==> src/hw/lsar_pkg.sv <==
// Purpose: Shared constants for the link status and alias register bank
// Assumes: 8-bit register port, 7-bit bus addresses
// Notes: Offsets are byte addresses of the serial control register map
package lsar_pkg;
   // -----------------------------------------------------------------
   // Register offsets
   // -----------------------------------------------------------------
   localparam logic [7:0] LSAR_OFS_ALIAS = 8'h08;  // remote_target_alias
   localparam logic [7:0] LSAR_OFS_CNT_LO = 8'h0A; // check_error_count_low
   localparam logic [7:0] LSAR_OFS_CNT_HI = 8'h0B; // check_error_count_high
   localparam logic [7:0] LSAR_OFS_STATUS = 8'h0C; // general_link_status
   // -----------------------------------------------------------------
   // Field positions
   // -----------------------------------------------------------------
   localparam int LSAR_ALIAS_LSB = 1;     // Alias field is bits 7:1
   localparam int LSAR_ST_LINK = 0;       // Link present
   localparam int LSAR_ST_NORM_ERR = 1;   // Normal-traffic check error
   localparam int LSAR_ST_VCLK = 2;       // Video input clock present
   localparam int LSAR_ST_SELF_ERR = 3;   // Self-test check error
   localparam int LSAR_ST_LOST = 4;       // Sticky link lost
   // -----------------------------------------------------------------
   // Reset values
   // -----------------------------------------------------------------
   localparam logic [6:0] LSAR_ALIAS_RST = 7'h00;
   localparam logic [15:0] LSAR_CNT_RST = 16'h0000;
   localparam logic [7:0] LSAR_BYTE_ZERO = 8'h00;
endpackage : lsar_pkg

==> src/hw/lsar_regs.sv <==
// Purpose: Alias remap, check error counter and general link status
// Assumes: Register port strobes and event inputs are synchronous
// Notes: Error-reset bit and remote target address come from outside
//
// What this block does
// - Hold seven-bit alias in alias bits 7:1
// - Matching host access forwarded with target address
// - Zero alias blocks all remote peripheral access
// - Sixteen-bit read-only error count, two bytes
// - Error-reset bit clears both counter bytes
// - Sticky link-lost flag until error reset
// - Self-test error flag; cleared by loss, restart, reset
// - Normal error flag; cleared by loss or reset
// - Status bit 0 shows cable link present
// - Replacement address from remote target field
`timescale 1ns/100ps
module lsar_regs
   import lsar_pkg::*;
#(
   parameter int CNT_W = 16   // Error counter width
) (
   input wire logic i_sys_clk,                  // Control clock
   input wire logic i_arst_n,                   // Async reset, active low
   input wire logic i_reg_wr,                   // Register write strobe
   input wire logic i_reg_rd,                   // Register read strobe
   input wire logic [7:0] i_reg_addr,           // Register offset
   input wire logic [7:0] i_reg_wdata,          // Write data
   output logic [7:0] o_reg_rdata,              // Read data
   output logic o_reg_rvalid,                   // Read data valid pulse
   input wire logic i_error_reset,              // Error-reset control bit
   input wire logic [6:0] i_remote_target_address, // Remote target field
   input wire logic i_host_valid,               // Host transaction start
   input wire logic [6:0] i_host_addr,          // Host bus address
   output logic o_fwd_valid,                    // Forward over back channel
   output logic [6:0] o_fwd_addr,               // Remapped address
   input wire logic i_check_error,              // Back-channel check error
   input wire logic i_selftest_active,          // Self-test exchange running
   input wire logic i_selftest_restart,         // Self-test restart pulse
   input wire logic i_link_detect,              // Cable link present level
   input wire logic i_video_input_clock_present, // Video clock detected
   output logic [6:0] o_remote_target_alias,    // Alias field value
   output logic [7:0] o_general_link_status     // Status byte
);

   // -----------------------------------------------------------------
   // Elaboration check
   // -----------------------------------------------------------------
   if (CNT_W < 9 || CNT_W > 16) begin : g_bad_width
      $error("CNT_W must fit two register bytes");
   end

   // -----------------------------------------------------------------
   // State
   // -----------------------------------------------------------------
   logic [6:0] alias_reg;          // Alias address
   logic [6:0] alias_next;
   logic [CNT_W-1:0] cnt_reg;      // Check error count
   logic [CNT_W-1:0] cnt_next;
   logic link_reg;                 // Registered link presence
   logic vclk_reg;                 // Registered video clock presence
   logic lost_reg;                 // Sticky link lost
   logic lost_next;
   logic self_err_reg;             // Self-test error flag
   logic self_err_next;
   logic norm_err_reg;             // Normal error flag
   logic norm_err_next;
   logic fwd_valid_reg;            // Forward strobe
   logic [6:0] fwd_addr_reg;       // Forward address
   logic [7:0] rdata_reg;          // Read data
   logic rvalid_reg;               // Read data valid

   // -----------------------------------------------------------------
   // Decode
   // -----------------------------------------------------------------
   wire logic wr_alias = i_reg_wr && (i_reg_addr == LSAR_OFS_ALIAS);
   // Link loss is the falling edge of the link presence
   wire logic link_loss = link_reg && !i_link_detect;
   // Counter stops at full scale instead of wrapping
   wire logic cnt_full = &cnt_reg;
   wire logic [15:0] cnt_wide = 16'(cnt_reg);
   // Alias hit: zero alias never matches
   wire logic alias_hit = i_host_valid && (alias_reg != 7'h00)
      && (i_host_addr == alias_reg);
   wire logic [7:0] status_byte = {3'h0, lost_reg, self_err_reg,
      vclk_reg, norm_err_reg, link_reg};

   // -----------------------------------------------------------------
   // Next-state logic
   // -----------------------------------------------------------------
   // Alias field takes write data bits 7:1; bit 0 reserved
   assign alias_next = wr_alias ? i_reg_wdata[7:LSAR_ALIAS_LSB]
      : alias_reg;
   // Error reset clears; a same-cycle error still counts as one
   assign cnt_next = i_error_reset ? CNT_W'(i_check_error)
      : (i_check_error && !cnt_full) ? cnt_reg + CNT_W'(1)
      : cnt_reg;
   // Set wins over the error-reset clear
   assign lost_next = link_loss || (lost_reg && !i_error_reset);
   // Self-test error set wins over any clear
   assign self_err_next = (i_check_error && i_selftest_active)
      || (self_err_reg && !(link_loss || i_selftest_restart
      || i_error_reset));
   // Normal error set wins over any clear
   assign norm_err_next = (i_check_error && !i_selftest_active)
      || (norm_err_reg && !(link_loss || i_error_reset));

   // -----------------------------------------------------------------
   // Register read mux
   // -----------------------------------------------------------------
   logic [7:0] rd_mux;
   always_comb begin
      // Unmapped offsets read as zero
      case (i_reg_addr)
         LSAR_OFS_ALIAS: rd_mux = {alias_reg, 1'b0};
         LSAR_OFS_CNT_LO: rd_mux = cnt_wide[7:0];
         LSAR_OFS_CNT_HI: rd_mux = cnt_wide[15:8];
         LSAR_OFS_STATUS: rd_mux = status_byte;
         default: rd_mux = LSAR_BYTE_ZERO;
      endcase
   end

   // -----------------------------------------------------------------
   // Configuration and counter registers
   // -----------------------------------------------------------------
   always_ff @(posedge i_sys_clk or negedge i_arst_n) begin
      if (!i_arst_n) begin
         alias_reg <= LSAR_ALIAS_RST;
         cnt_reg <= CNT_W'(LSAR_CNT_RST);
      end else begin
         alias_reg <= alias_next;
         cnt_reg <= cnt_next;
      end
   end

   // -----------------------------------------------------------------
   // Status flags
   // -----------------------------------------------------------------
   always_ff @(posedge i_sys_clk or negedge i_arst_n) begin
      if (!i_arst_n) begin
         link_reg <= 1'b0;
         vclk_reg <= 1'b0;
         lost_reg <= 1'b0;
         self_err_reg <= 1'b0;
         norm_err_reg <= 1'b0;
      end else begin
         link_reg <= i_link_detect;
         vclk_reg <= i_video_input_clock_present;
         lost_reg <= lost_next;
         self_err_reg <= self_err_next;
         norm_err_reg <= norm_err_next;
      end
   end

   // -----------------------------------------------------------------
   // Alias remap toward the back channel
   // -----------------------------------------------------------------
   always_ff @(posedge i_sys_clk or negedge i_arst_n) begin
      if (!i_arst_n) begin
         fwd_valid_reg <= 1'b0;
         fwd_addr_reg <= 7'h00;
      end else begin
         // Only aliased accesses are forwarded
         fwd_valid_reg <= alias_hit;
         if (alias_hit) begin
            fwd_addr_reg <= i_remote_target_address;
         end
      end
   end

   // -----------------------------------------------------------------
   // Read port
   // -----------------------------------------------------------------
   always_ff @(posedge i_sys_clk or negedge i_arst_n) begin
      if (!i_arst_n) begin
         rdata_reg <= LSAR_BYTE_ZERO;
         rvalid_reg <= 1'b0;
      end else begin
         rvalid_reg <= i_reg_rd;
         if (i_reg_rd) begin
            rdata_reg <= rd_mux;
         end
      end
   end

   // -----------------------------------------------------------------
   // Outputs
   // -----------------------------------------------------------------
   assign o_reg_rdata = rdata_reg;
   assign o_reg_rvalid = rvalid_reg;
   assign o_fwd_valid = fwd_valid_reg;
   assign o_fwd_addr = fwd_addr_reg;
   assign o_remote_target_alias = alias_reg;
   assign o_general_link_status = status_byte;

   // -----------------------------------------------------------------
   // Checks
   // -----------------------------------------------------------------
   alias_write_a: assert property (@(posedge i_sys_clk) disable iff (!i_arst_n)
      wr_alias |=> o_remote_target_alias == $past(i_reg_wdata[7:1]))
      else $error("Alias field not written from bits 7:1");

   fwd_remap_a: assert property (@(posedge i_sys_clk) disable iff (!i_arst_n)
      (i_host_valid && alias_reg != 7'h00 && i_host_addr == alias_reg)
      |=> o_fwd_valid && o_fwd_addr == $past(i_remote_target_address))
      else $error("Aliased access not remapped");

   zero_block_a: assert property (@(posedge i_sys_clk) disable iff (!i_arst_n)
      (alias_reg == 7'h00) ##1 (alias_reg == 7'h00) |-> !o_fwd_valid)
      else $error("Forward with zero alias");

   cnt_incr_a: assert property (@(posedge i_sys_clk) disable iff (!i_arst_n)
      (i_check_error && !i_error_reset && !cnt_full)
      |=> cnt_reg == $past(cnt_reg) + CNT_W'(1))
      else $error("Check error not counted");

   cnt_clear_a: assert property (@(posedge i_sys_clk) disable iff (!i_arst_n)
      (i_error_reset && !i_check_error) [*2] |-> cnt_reg == '0)
      else $error("Counter not cleared by error reset");

   lost_sticky_a: assert property (@(posedge i_sys_clk) disable iff (!i_arst_n)
      link_loss ##1 !i_error_reset [*3] |-> o_general_link_status[LSAR_ST_LOST])
      else $error("Link lost flag not held");

   self_err_a: assert property (@(posedge i_sys_clk) disable iff (!i_arst_n)
      (i_selftest_restart && !(i_check_error && i_selftest_active))
      |=> !o_general_link_status[LSAR_ST_SELF_ERR])
      else $error("Self-test error not cleared on restart");

   norm_err_a: assert property (@(posedge i_sys_clk) disable iff (!i_arst_n)
      (i_check_error && !i_selftest_active)
      |=> o_general_link_status[LSAR_ST_NORM_ERR]
      && (!$stable(cnt_reg) || $past(cnt_full) || $past(i_error_reset)))
      else $error("Normal error flag not set");

   link_bit_a: assert property (@(posedge i_sys_clk) disable iff (!i_arst_n)
      $rose(i_link_detect) |=> o_general_link_status[LSAR_ST_LINK])
      else $error("Link presence not reported");

   vclk_bit_a: assert property (@(posedge i_sys_clk) disable iff (!i_arst_n)
      i_video_input_clock_present |=> o_general_link_status[LSAR_ST_VCLK])
      else $error("Video clock presence not reported");

   // -----------------------------------------------------------------
   // Further checks on read port, remap, counter and flags
   // -----------------------------------------------------------------
   rd_pulse_a: assert property (@(posedge i_sys_clk) disable iff (!i_arst_n)
      i_reg_rd |=> o_reg_rvalid)
      else $error("Read valid missing after read strobe");

   rd_idle_a: assert property (@(posedge i_sys_clk) disable iff (!i_arst_n)
      !i_reg_rd |=> !o_reg_rvalid)
      else $error("Read valid without read strobe");

   cnt_read_lo_a: assert property (@(posedge i_sys_clk) disable iff (!i_arst_n)
      (i_reg_rd && i_reg_addr == LSAR_OFS_CNT_LO) |=> o_reg_rdata == $past(cnt_wide[7:0]))
      else $error("Counter low byte read wrong");

   cnt_read_hi_a: assert property (@(posedge i_sys_clk) disable iff (!i_arst_n)
      (i_reg_rd && i_reg_addr == LSAR_OFS_CNT_HI) |=> o_reg_rdata == $past(cnt_wide[15:8]))
      else $error("Counter high byte read wrong");

   alias_hold_a: assert property (@(posedge i_sys_clk) disable iff (!i_arst_n)
      !wr_alias |=> $stable(o_remote_target_alias))
      else $error("Alias field changed without write");

   fwd_miss_a: assert property (@(posedge i_sys_clk) disable iff (!i_arst_n)
      !(i_host_valid && i_host_addr == alias_reg) |=> !o_fwd_valid)
      else $error("Forward without alias match");

   fwd_hold_a: assert property (@(posedge i_sys_clk) disable iff (!i_arst_n)
      !o_fwd_valid |-> $stable(o_fwd_addr))
      else $error("Forward address changed without forward");

   zero_alias_a: assert property (@(posedge i_sys_clk) disable iff (!i_arst_n)
      (alias_reg == 7'h00) |=> !o_fwd_valid)
      else $error("Zero alias let a forward through");

   cnt_full_a: assert property (@(posedge i_sys_clk) disable iff (!i_arst_n)
      (cnt_full && !i_error_reset) |=> cnt_full)
      else $error("Full counter wrapped");

   cnt_idle_a: assert property (@(posedge i_sys_clk) disable iff (!i_arst_n)
      (!i_check_error && !i_error_reset) |=> $stable(cnt_reg))
      else $error("Counter moved without error");

   cnt_reset_hit_a: assert property (@(posedge i_sys_clk) disable iff (!i_arst_n)
      (i_error_reset && i_check_error) |=> cnt_reg == CNT_W'(1))
      else $error("Error during reset not counted once");

   lost_set_a: assert property (@(posedge i_sys_clk) disable iff (!i_arst_n)
      link_loss |=> o_general_link_status[LSAR_ST_LOST])
      else $error("Link lost flag not set");

   lost_clear_a: assert property (@(posedge i_sys_clk) disable iff (!i_arst_n)
      (i_error_reset && !link_loss) |=> !o_general_link_status[LSAR_ST_LOST])
      else $error("Link lost flag not cleared");

   self_set_a: assert property (@(posedge i_sys_clk) disable iff (!i_arst_n)
      (i_check_error && i_selftest_active) |=> o_general_link_status[LSAR_ST_SELF_ERR])
      else $error("Self-test error flag not set");

   self_clear_a: assert property (@(posedge i_sys_clk) disable iff (!i_arst_n)
      ((link_loss || i_error_reset) && !(i_check_error && i_selftest_active))
      |=> !o_general_link_status[LSAR_ST_SELF_ERR])
      else $error("Self-test error flag not cleared");

   norm_clear_a: assert property (@(posedge i_sys_clk) disable iff (!i_arst_n)
      ((link_loss || i_error_reset) && !(i_check_error && !i_selftest_active))
      |=> !o_general_link_status[LSAR_ST_NORM_ERR])
      else $error("Normal error flag not cleared");

   link_drop_a: assert property (@(posedge i_sys_clk) disable iff (!i_arst_n)
      !i_link_detect |=> !o_general_link_status[LSAR_ST_LINK])
      else $error("Link shown present while absent");

   vclk_drop_a: assert property (@(posedge i_sys_clk) disable iff (!i_arst_n)
      !i_video_input_clock_present |=> !o_general_link_status[LSAR_ST_VCLK])
      else $error("Video clock shown present while absent");

endmodule : lsar_regs

==> config.mk <==
export PLATFORM = sky130hd
export DESIGN_NAME = lsar_regs
export DESIGN_NICKNAME = d
export VERILOG_FILES = /design/src/hw/lsar_pkg.sv /design/src/hw/lsar_regs.sv
export SDC_FILE = /design/constraint.sdc
export NUM_CORES = 1
export LEC_CHECK = 0
export BUFFER_PORTS_ARGS = -buffer_cell sky130_fd_sc_hd__buf_4
export CORE_MARGIN = 2
export CORE_UTILIZATION = 30
export CTS_CLUSTER_SIZE = 10
export DETAILED_ROUTE_END_ITERATION = 12
export HOLD_SLACK_MARGIN = 0.02
export PLACE_DENSITY = 0.56
export SYNTH_ARGS = -nofsm -noshare
export SYNTH_HDL_FRONTEND = slang
export SYNTH_SLANG_ARGS = --single-unit
export TNS_END_PERCENT = 10
==> constraint.sdc <==
create_clock -name i_sys_clk -period 1.7 [get_ports i_sys_clk]
set_input_delay 0 -clock i_sys_clk [delete_from_list [all_inputs] [get_ports i_sys_clk]]
set_output_delay 0 -clock i_sys_clk [all_outputs]
set_load 0.005 [all_outputs]
==> flow_metrics.tcl, run 1 <==
set metrics [dict create \
    clk_latency_ps 290 \
    drc 0 \
    dieArea_mm2 0.00873 \
    synth_top_area_cell "dfrtp_1" \
    rows 32 \
    endpoint "cnt_reg[9]" \
    finish.instance_area_mm2 0.00349 \
    clkSinkCount 45 \
    setup_viol 0 \
    stdcell_count 437 \
    hp-class "input port to flop" \
    dpl_cell_area_mm2 0.00314 \
    layout_commonest_cell "buf_4" \
    antennaDiodeCount 0 \
    grt_pass1_vias 2102 \
    dr.pass1.iters 4 \
    synthCells 226 \
    endpoint_kind "flop" \
    fillers 715 \
    final_nets 376 \
    synthTopCellsByArea "dfrtp_1 47%, mux2_2 8.5%, o2bb2ai_1 2.6%" \
    numCtsBuffers 5 \
    drive_above_1_share 0.391 \
    critPathMaxFanout 5 \
    worst_pin_slew_ps 576 \
    drt-total-wl_um 6660 \
    io_buffers 68 \
    cts_tree "yes" \
    finalPower_uw 2300 \
    final_cell_mix "93 x buf_4, 44 x dfrtp_1, 21 x dlygate4sd3_1, 18 x mux2_2, 14 x nand2_1" \
    viasPerCell 4.94 \
    grt_start_max_net_pins 46 \
    slew_viol_final 0 \
    cts_setup_buffers 0 \
    slew_headroom 0.616 \
    synth_warnings 0 \
    routabilityCongestion 0.869 \
    multi_input_area_mm2 0.00116 \
    drt_iter0_drc 100 \
    period_minus_slack_ps 1620 \
    rsz0062_at_grt "no" \
    synth_seq_cells 45 \
    antenna_found_initial 0 \
    synth.distinct_cells 51 \
    gr-usage-all-layers 0.156 \
    required_ps 1920 \
    syn2layout_area_growth_pct 45.5 \
    r2r-start "cnt_reg[0]" \
    initial_utilization 0.310 \
    path_class "flop to flop" \
    final_antenna_net_count 0 \
    syn_area_per_cell_um2 10.6 \
    coreArea_mm2 0.00773 \
    r2r_cells 5 \
    hpwl_um 5020 \
    max_cap_violations 0 \
    clk_path_buf_depth 2 \
    grt_pass1_wl_um 10700 \
    cts.reportedPaths.clkPinSlew_ps 90 \
    die_x_um 93.4 \
    cts_max_level 2 \
    hold_ws_ps 40.8 \
    num_vias 2159 \
    die-height_um 93.4 \
    p_per_area_mw_per_mm2 659 \
    ys.flop_type "dfrtp_1" \
    startpoint "cnt_reg[0]" \
    arrival_ps 1840 \
    max_freq_mhz 616 \
    reg2reg_setup_slack_ps 80 \
    rr_endpoint "cnt_reg[9]" \
    period_share 0.955 \
    synth_top_area_share 0.469 \
    ios 73 \
    hold_viol 0 \
    peakVddDrop_mv 0.344 \
    largest_register_ffs 16 \
    grt_overflow_total 0 \
    synthArstFlopShare 1.00 \
    root_buffer "clkbuf_8" \
    dp.cells 408 \
    status "complete, no violations" \
    synth-edff-count 0 \
    static-leakage-power_uw 0.00167 \
    wire_per_inst_um 15.2 \
    syn_area_mm2 0.00240 \
    fin_skew_ps 2.62 \
    seq_area_mm2 0.00113 \
    synth_seq_area_share 0.469 \
    cp-start-kind "flop" \
]
worst max-delay path, cell delays in order (launching register included):
cell and delay, ps:
dfrtp_1 360, buf_4 130, nand3_1 150, or4_4 450, or3_1 320, a21oi_1 150
logic make-up after synthesis:
kind of cell | count (synthesis) | synth area share
flops | 45 | 0.469
other cells | 1 | 0.00156
compound gates | 59 | 0.180
simple gates | 65 | 0.165
buf+inv | 27 | 0.0553
mux | 22 | 0.101
fa+ha+maj | 1 | 0.00522
xor+xnor | 6 | 0.0219
layout make-up:
| type | count | share of cell area |
|---|---|---|
| well taps | 102 | 0.0366 |
| clock buffers | 6 | 0.0237 |
| flip-flops and latches | 45 | 0.323 |
| repair buffers | 114 | 0.260 |
| clock inverters | 2 | 0.0108 |
| inverters | 12 | 0.0129 |
| multi-input cells | 156 | 0.333 |
stage by stage:
step / utilization / setup WS [ps] / setup TNS [ps]
floorplan: - / 92.1 / 0
global placement: 0.407 / 75.1 / 0
detailed placement: 0.407 / -13.5 / -13.5
CTS: 0.450 / 41.3 / 0
global route: 0.452 / 13.9 / 0
finish: 0.452 / 76.7 / 0
cells in the mapped netlist (all sizes together) (6+ instances only):
master	n
dfrtp	45
mux2	18
nand2	14
a21oi	12
inv	12
buf	9
nor4	8
o21ai	8
nand3	7
nor2	7
o2bb2ai	7
clkbuf	6
nor3	6
worst min-delay path by stage:
stage                  startpoint                        to  cells past startpoint
6_report       i_selftest_restart              self_err_reg                      3
5_1_grt        i_selftest_restart              self_err_reg                      3
4_1_cts        i_selftest_restart              self_err_reg                      3
3_5_place_dp             i_arst_n  o_remote_target_alias[4]                      1
3_3_place_gp             i_arst_n  o_remote_target_alias[5]                      1
2_1_floorplan            i_arst_n                cnt_reg[0]                      0
report_power, final:
group          total, uW  switching, uW  leakage, uW  internal (uW)
clock network        847            368    0.0000574            478
registers           1130           29.1     0.000611           1100
logic                324            139      0.00100            184
total               2300            537      0.00167           1760
layer usage:
| layer | vias to the layer above | share of wire | track usage |
|---|---|---|---|
| li1 | 1051 | - | - |
| met1 | 1048 | 0.47 | 0.232 |
| met2 | 58 | 0.49 | 0.245 |
| met3 | 2 | 0.042 | 0.0226 |
| met4 | 0 | 0.0044 | 0.0245 |
| met5 | - | 0 | 0 |
repair_timing:
item | CTS | global route
cloned | 0 | 0
hold endpoints to repair | 73 | 0
setup endpoints to repair | 1 | 10
hold buffers | 21 | 0
resized for setup | 1 | 6
No activity file was read; power rests on OpenSTA's default activity.
==> inputs of run 2 (changes only) <==
==> constraint.sdc (replaced) <==
create_clock -name i_sys_clk -period 1.7 [get_ports i_sys_clk]
set_input_delay 0.51 -clock i_sys_clk [delete_from_list [all_inputs] [get_ports i_sys_clk]]
set_output_delay 0.51 -clock i_sys_clk [all_outputs]
set_load 0.005 [all_outputs]
==> flow_metrics.tcl, run 2 (synthesis results as in run 1) <==
set metrics [dict create \
    status "complete, no violations" \
    hold_viol 0 \
    highest_layer "met4" \
    slew_viol_final 0 \
    grt_overflow_total 0 \
    drt_iter0_drc 98 \
    pre_cts_slack_ps -163 \
    wire_per_inst_um 15.1 \
    final_nets 362 \
    internal_power_uw 1550 \
    met1_length_um 3030 \
    period_minus_slack_ps 1660 \
    worst_pin_slew_ps 588 \
    routabilityCongestion 0.836 \
    peakVddDrop_mv 0.442 \
    gr-usage-all-layers 0.153 \
    combPwrFrac 0.147 \
    numCtsBuffers 5 \
    endpoint_kind "flop" \
    dr.pass1.iters 4 \
    hold_ws_ps 201 \
    stdcell_count 423 \
    final_antenna_net_count 0 \
    largest_register_ffs 16 \
    path_class "flop to flop" \
    io_buffers 68 \
    wl_met2_um 3060 \
    hpwl_um 4960 \
    initial_utilization 0.310 \
    critPathMaxFanout 8 \
    die_x_um 93.4 \
    static-leakage-power_uw 0.00161 \
    postCtsHoldBufs 0 \
    final_cell_mix "99 x buf_4, 41 x dfrtp_1, 18 x mux2_2, 14 x nand2_1, 12 x inv_1" \
    grt_start_max_net_pins 46 \
    rows 32 \
    arrival_ps 1850 \
    syn2layout_area_growth_pct 39.8 \
    dp.cells 412 \
    clk_path_buf_depth 2 \
    p_per_area_mw_per_mm2 622 \
    max_cap_violations 0 \
    grt_pass1_vias 2127 \
    sequentialPowerShare 0.540 \
    setup_ws_ps 36.1 \
    power.share.clock 0.313 \
    die-height_um 93.4 \
    coreArea_mm2 0.00773 \
    dieArea_mm2 0.00873 \
    antenna_found_initial 0 \
    drive_above_1_share 0.449 \
    hp-class "input port to asynchronous set/reset pin" \
    dr_wl_met3_um 217 \
    layout_commonest_cell "buf_4" \
    grt_pass1_wl_um 10500 \
    cts_max_level 2 \
    clk_latency_ps 300 \
    drt-total-wl_um 6390 \
    period_share 0.979 \
    max_freq_mhz 601 \
    clkSinkCount 45 \
    switching_power_uw 537 \
    cp-start-kind "flop" \
    antennaDiodeCount 0 \
    required_ps 1890 \
    num_vias 2139 \
    slew_headroom 0.608 \
    cts.reportedPaths.clkPinSlew_ps 90 \
    swShare 0.257 \
    viasPerCell 5.06 \
    fillers 747 \
    drc 0 \
    setup_viol 0 \
    root_buffer "clkbuf_8" \
    rsz0062_at_grt "yes" \
    fin_skew_ps 5.38 \
    cts_tree "yes" \
    ios 73 \
    finalPower_uw 2090 \
]
[run 2: changes by cell type in the layout (fill, tap and decap cells not counted), sizes merged]
cell,change
dlygate4sd3,-21
buf,+7
clkinv,+2
bufinv,-1
clkinvlp,-1
[run 2: worst paths after layout]
| path | from | to | slack [ps] | cells after the start |
|---|---|---|---|---|
| max | o_remote_target_alias[1] | o_fwd_addr[3] | 40 | 4 |
| min in group i_sys_clk | i_video_input_clock_present | vclk_reg | 320 | 1 |
| min | i_arst_n | o_fwd_valid | 200 | 1 |
| max in group asynchronous | i_arst_n | cnt_reg[5] | 1060 | 1 |
| min reg2reg | o_reg_rdata[2] | o_reg_rdata[2] | 500 | 1 |
| max reg2reg | o_remote_target_alias[1] | o_fwd_addr[3] | 40 | 4 |
[run 2: power groups by stage]
stage / Combinational, uW / Sequential, uW / Clock [uW]
after detailed placement: 296 / 1150 / 0
after CTS: 308 / 1130 / 685
after global placement: 294 / 1150 / 0
after floorplan: 119 / 1150 / 0
final: 306 / 1130 / 653
after global routing: 340 / 1130 / 724
[run 2: metrics by stage]
step / instance area (um^2) / util / TNS, ps
after floorplan: 2410 / - / 0
after global placement: 3190 / 0.413 / -2500
after detailed placement: 3190 / 0.413 / -2700
after CTS: 3320 / 0.429 / -0.721
after global routing: 3350 / 0.434 / -296
final: 3350 / 0.434 / 0
[run 2: layout make-up]
cell class | instances | area [um^2] | share of cell area
timing repair buffer | 100 | 763 | 0.228
inverter | 12 | 45.0 | 0.0134
sequential | 45 | 1130 | 0.337
clock buffer | 6 | 72.6 | 0.0216
multi-input combinational | 156 | 1200 | 0.359
tap | 102 | 128 | 0.0381
clock inverter | 2 | 10.0 | 0.00299
[run 2: worst max-delay path: stages, from the launching register on]
cell and delay [ps]:
dfrtp_1 420, nor4_4 310, a21oi_2 110, o2111ai_4 340, mux2_2 380
[run 2: routing by layer]
metal,track usage,vias up
li1,-,1036
met1,0.217,1048
met2,0.243,47
met3,0.0242,8
met4,0.0417,0
met5,0,-
[run 2: what timing repair did]
item                                   in CTS  in global routing
setup endpoints to repair                   8                 13
endpoints found under the hold margin       0                  0
pin swaps                                   1                  4
setup buffers                               1                  2
resized for setup                           6                  8
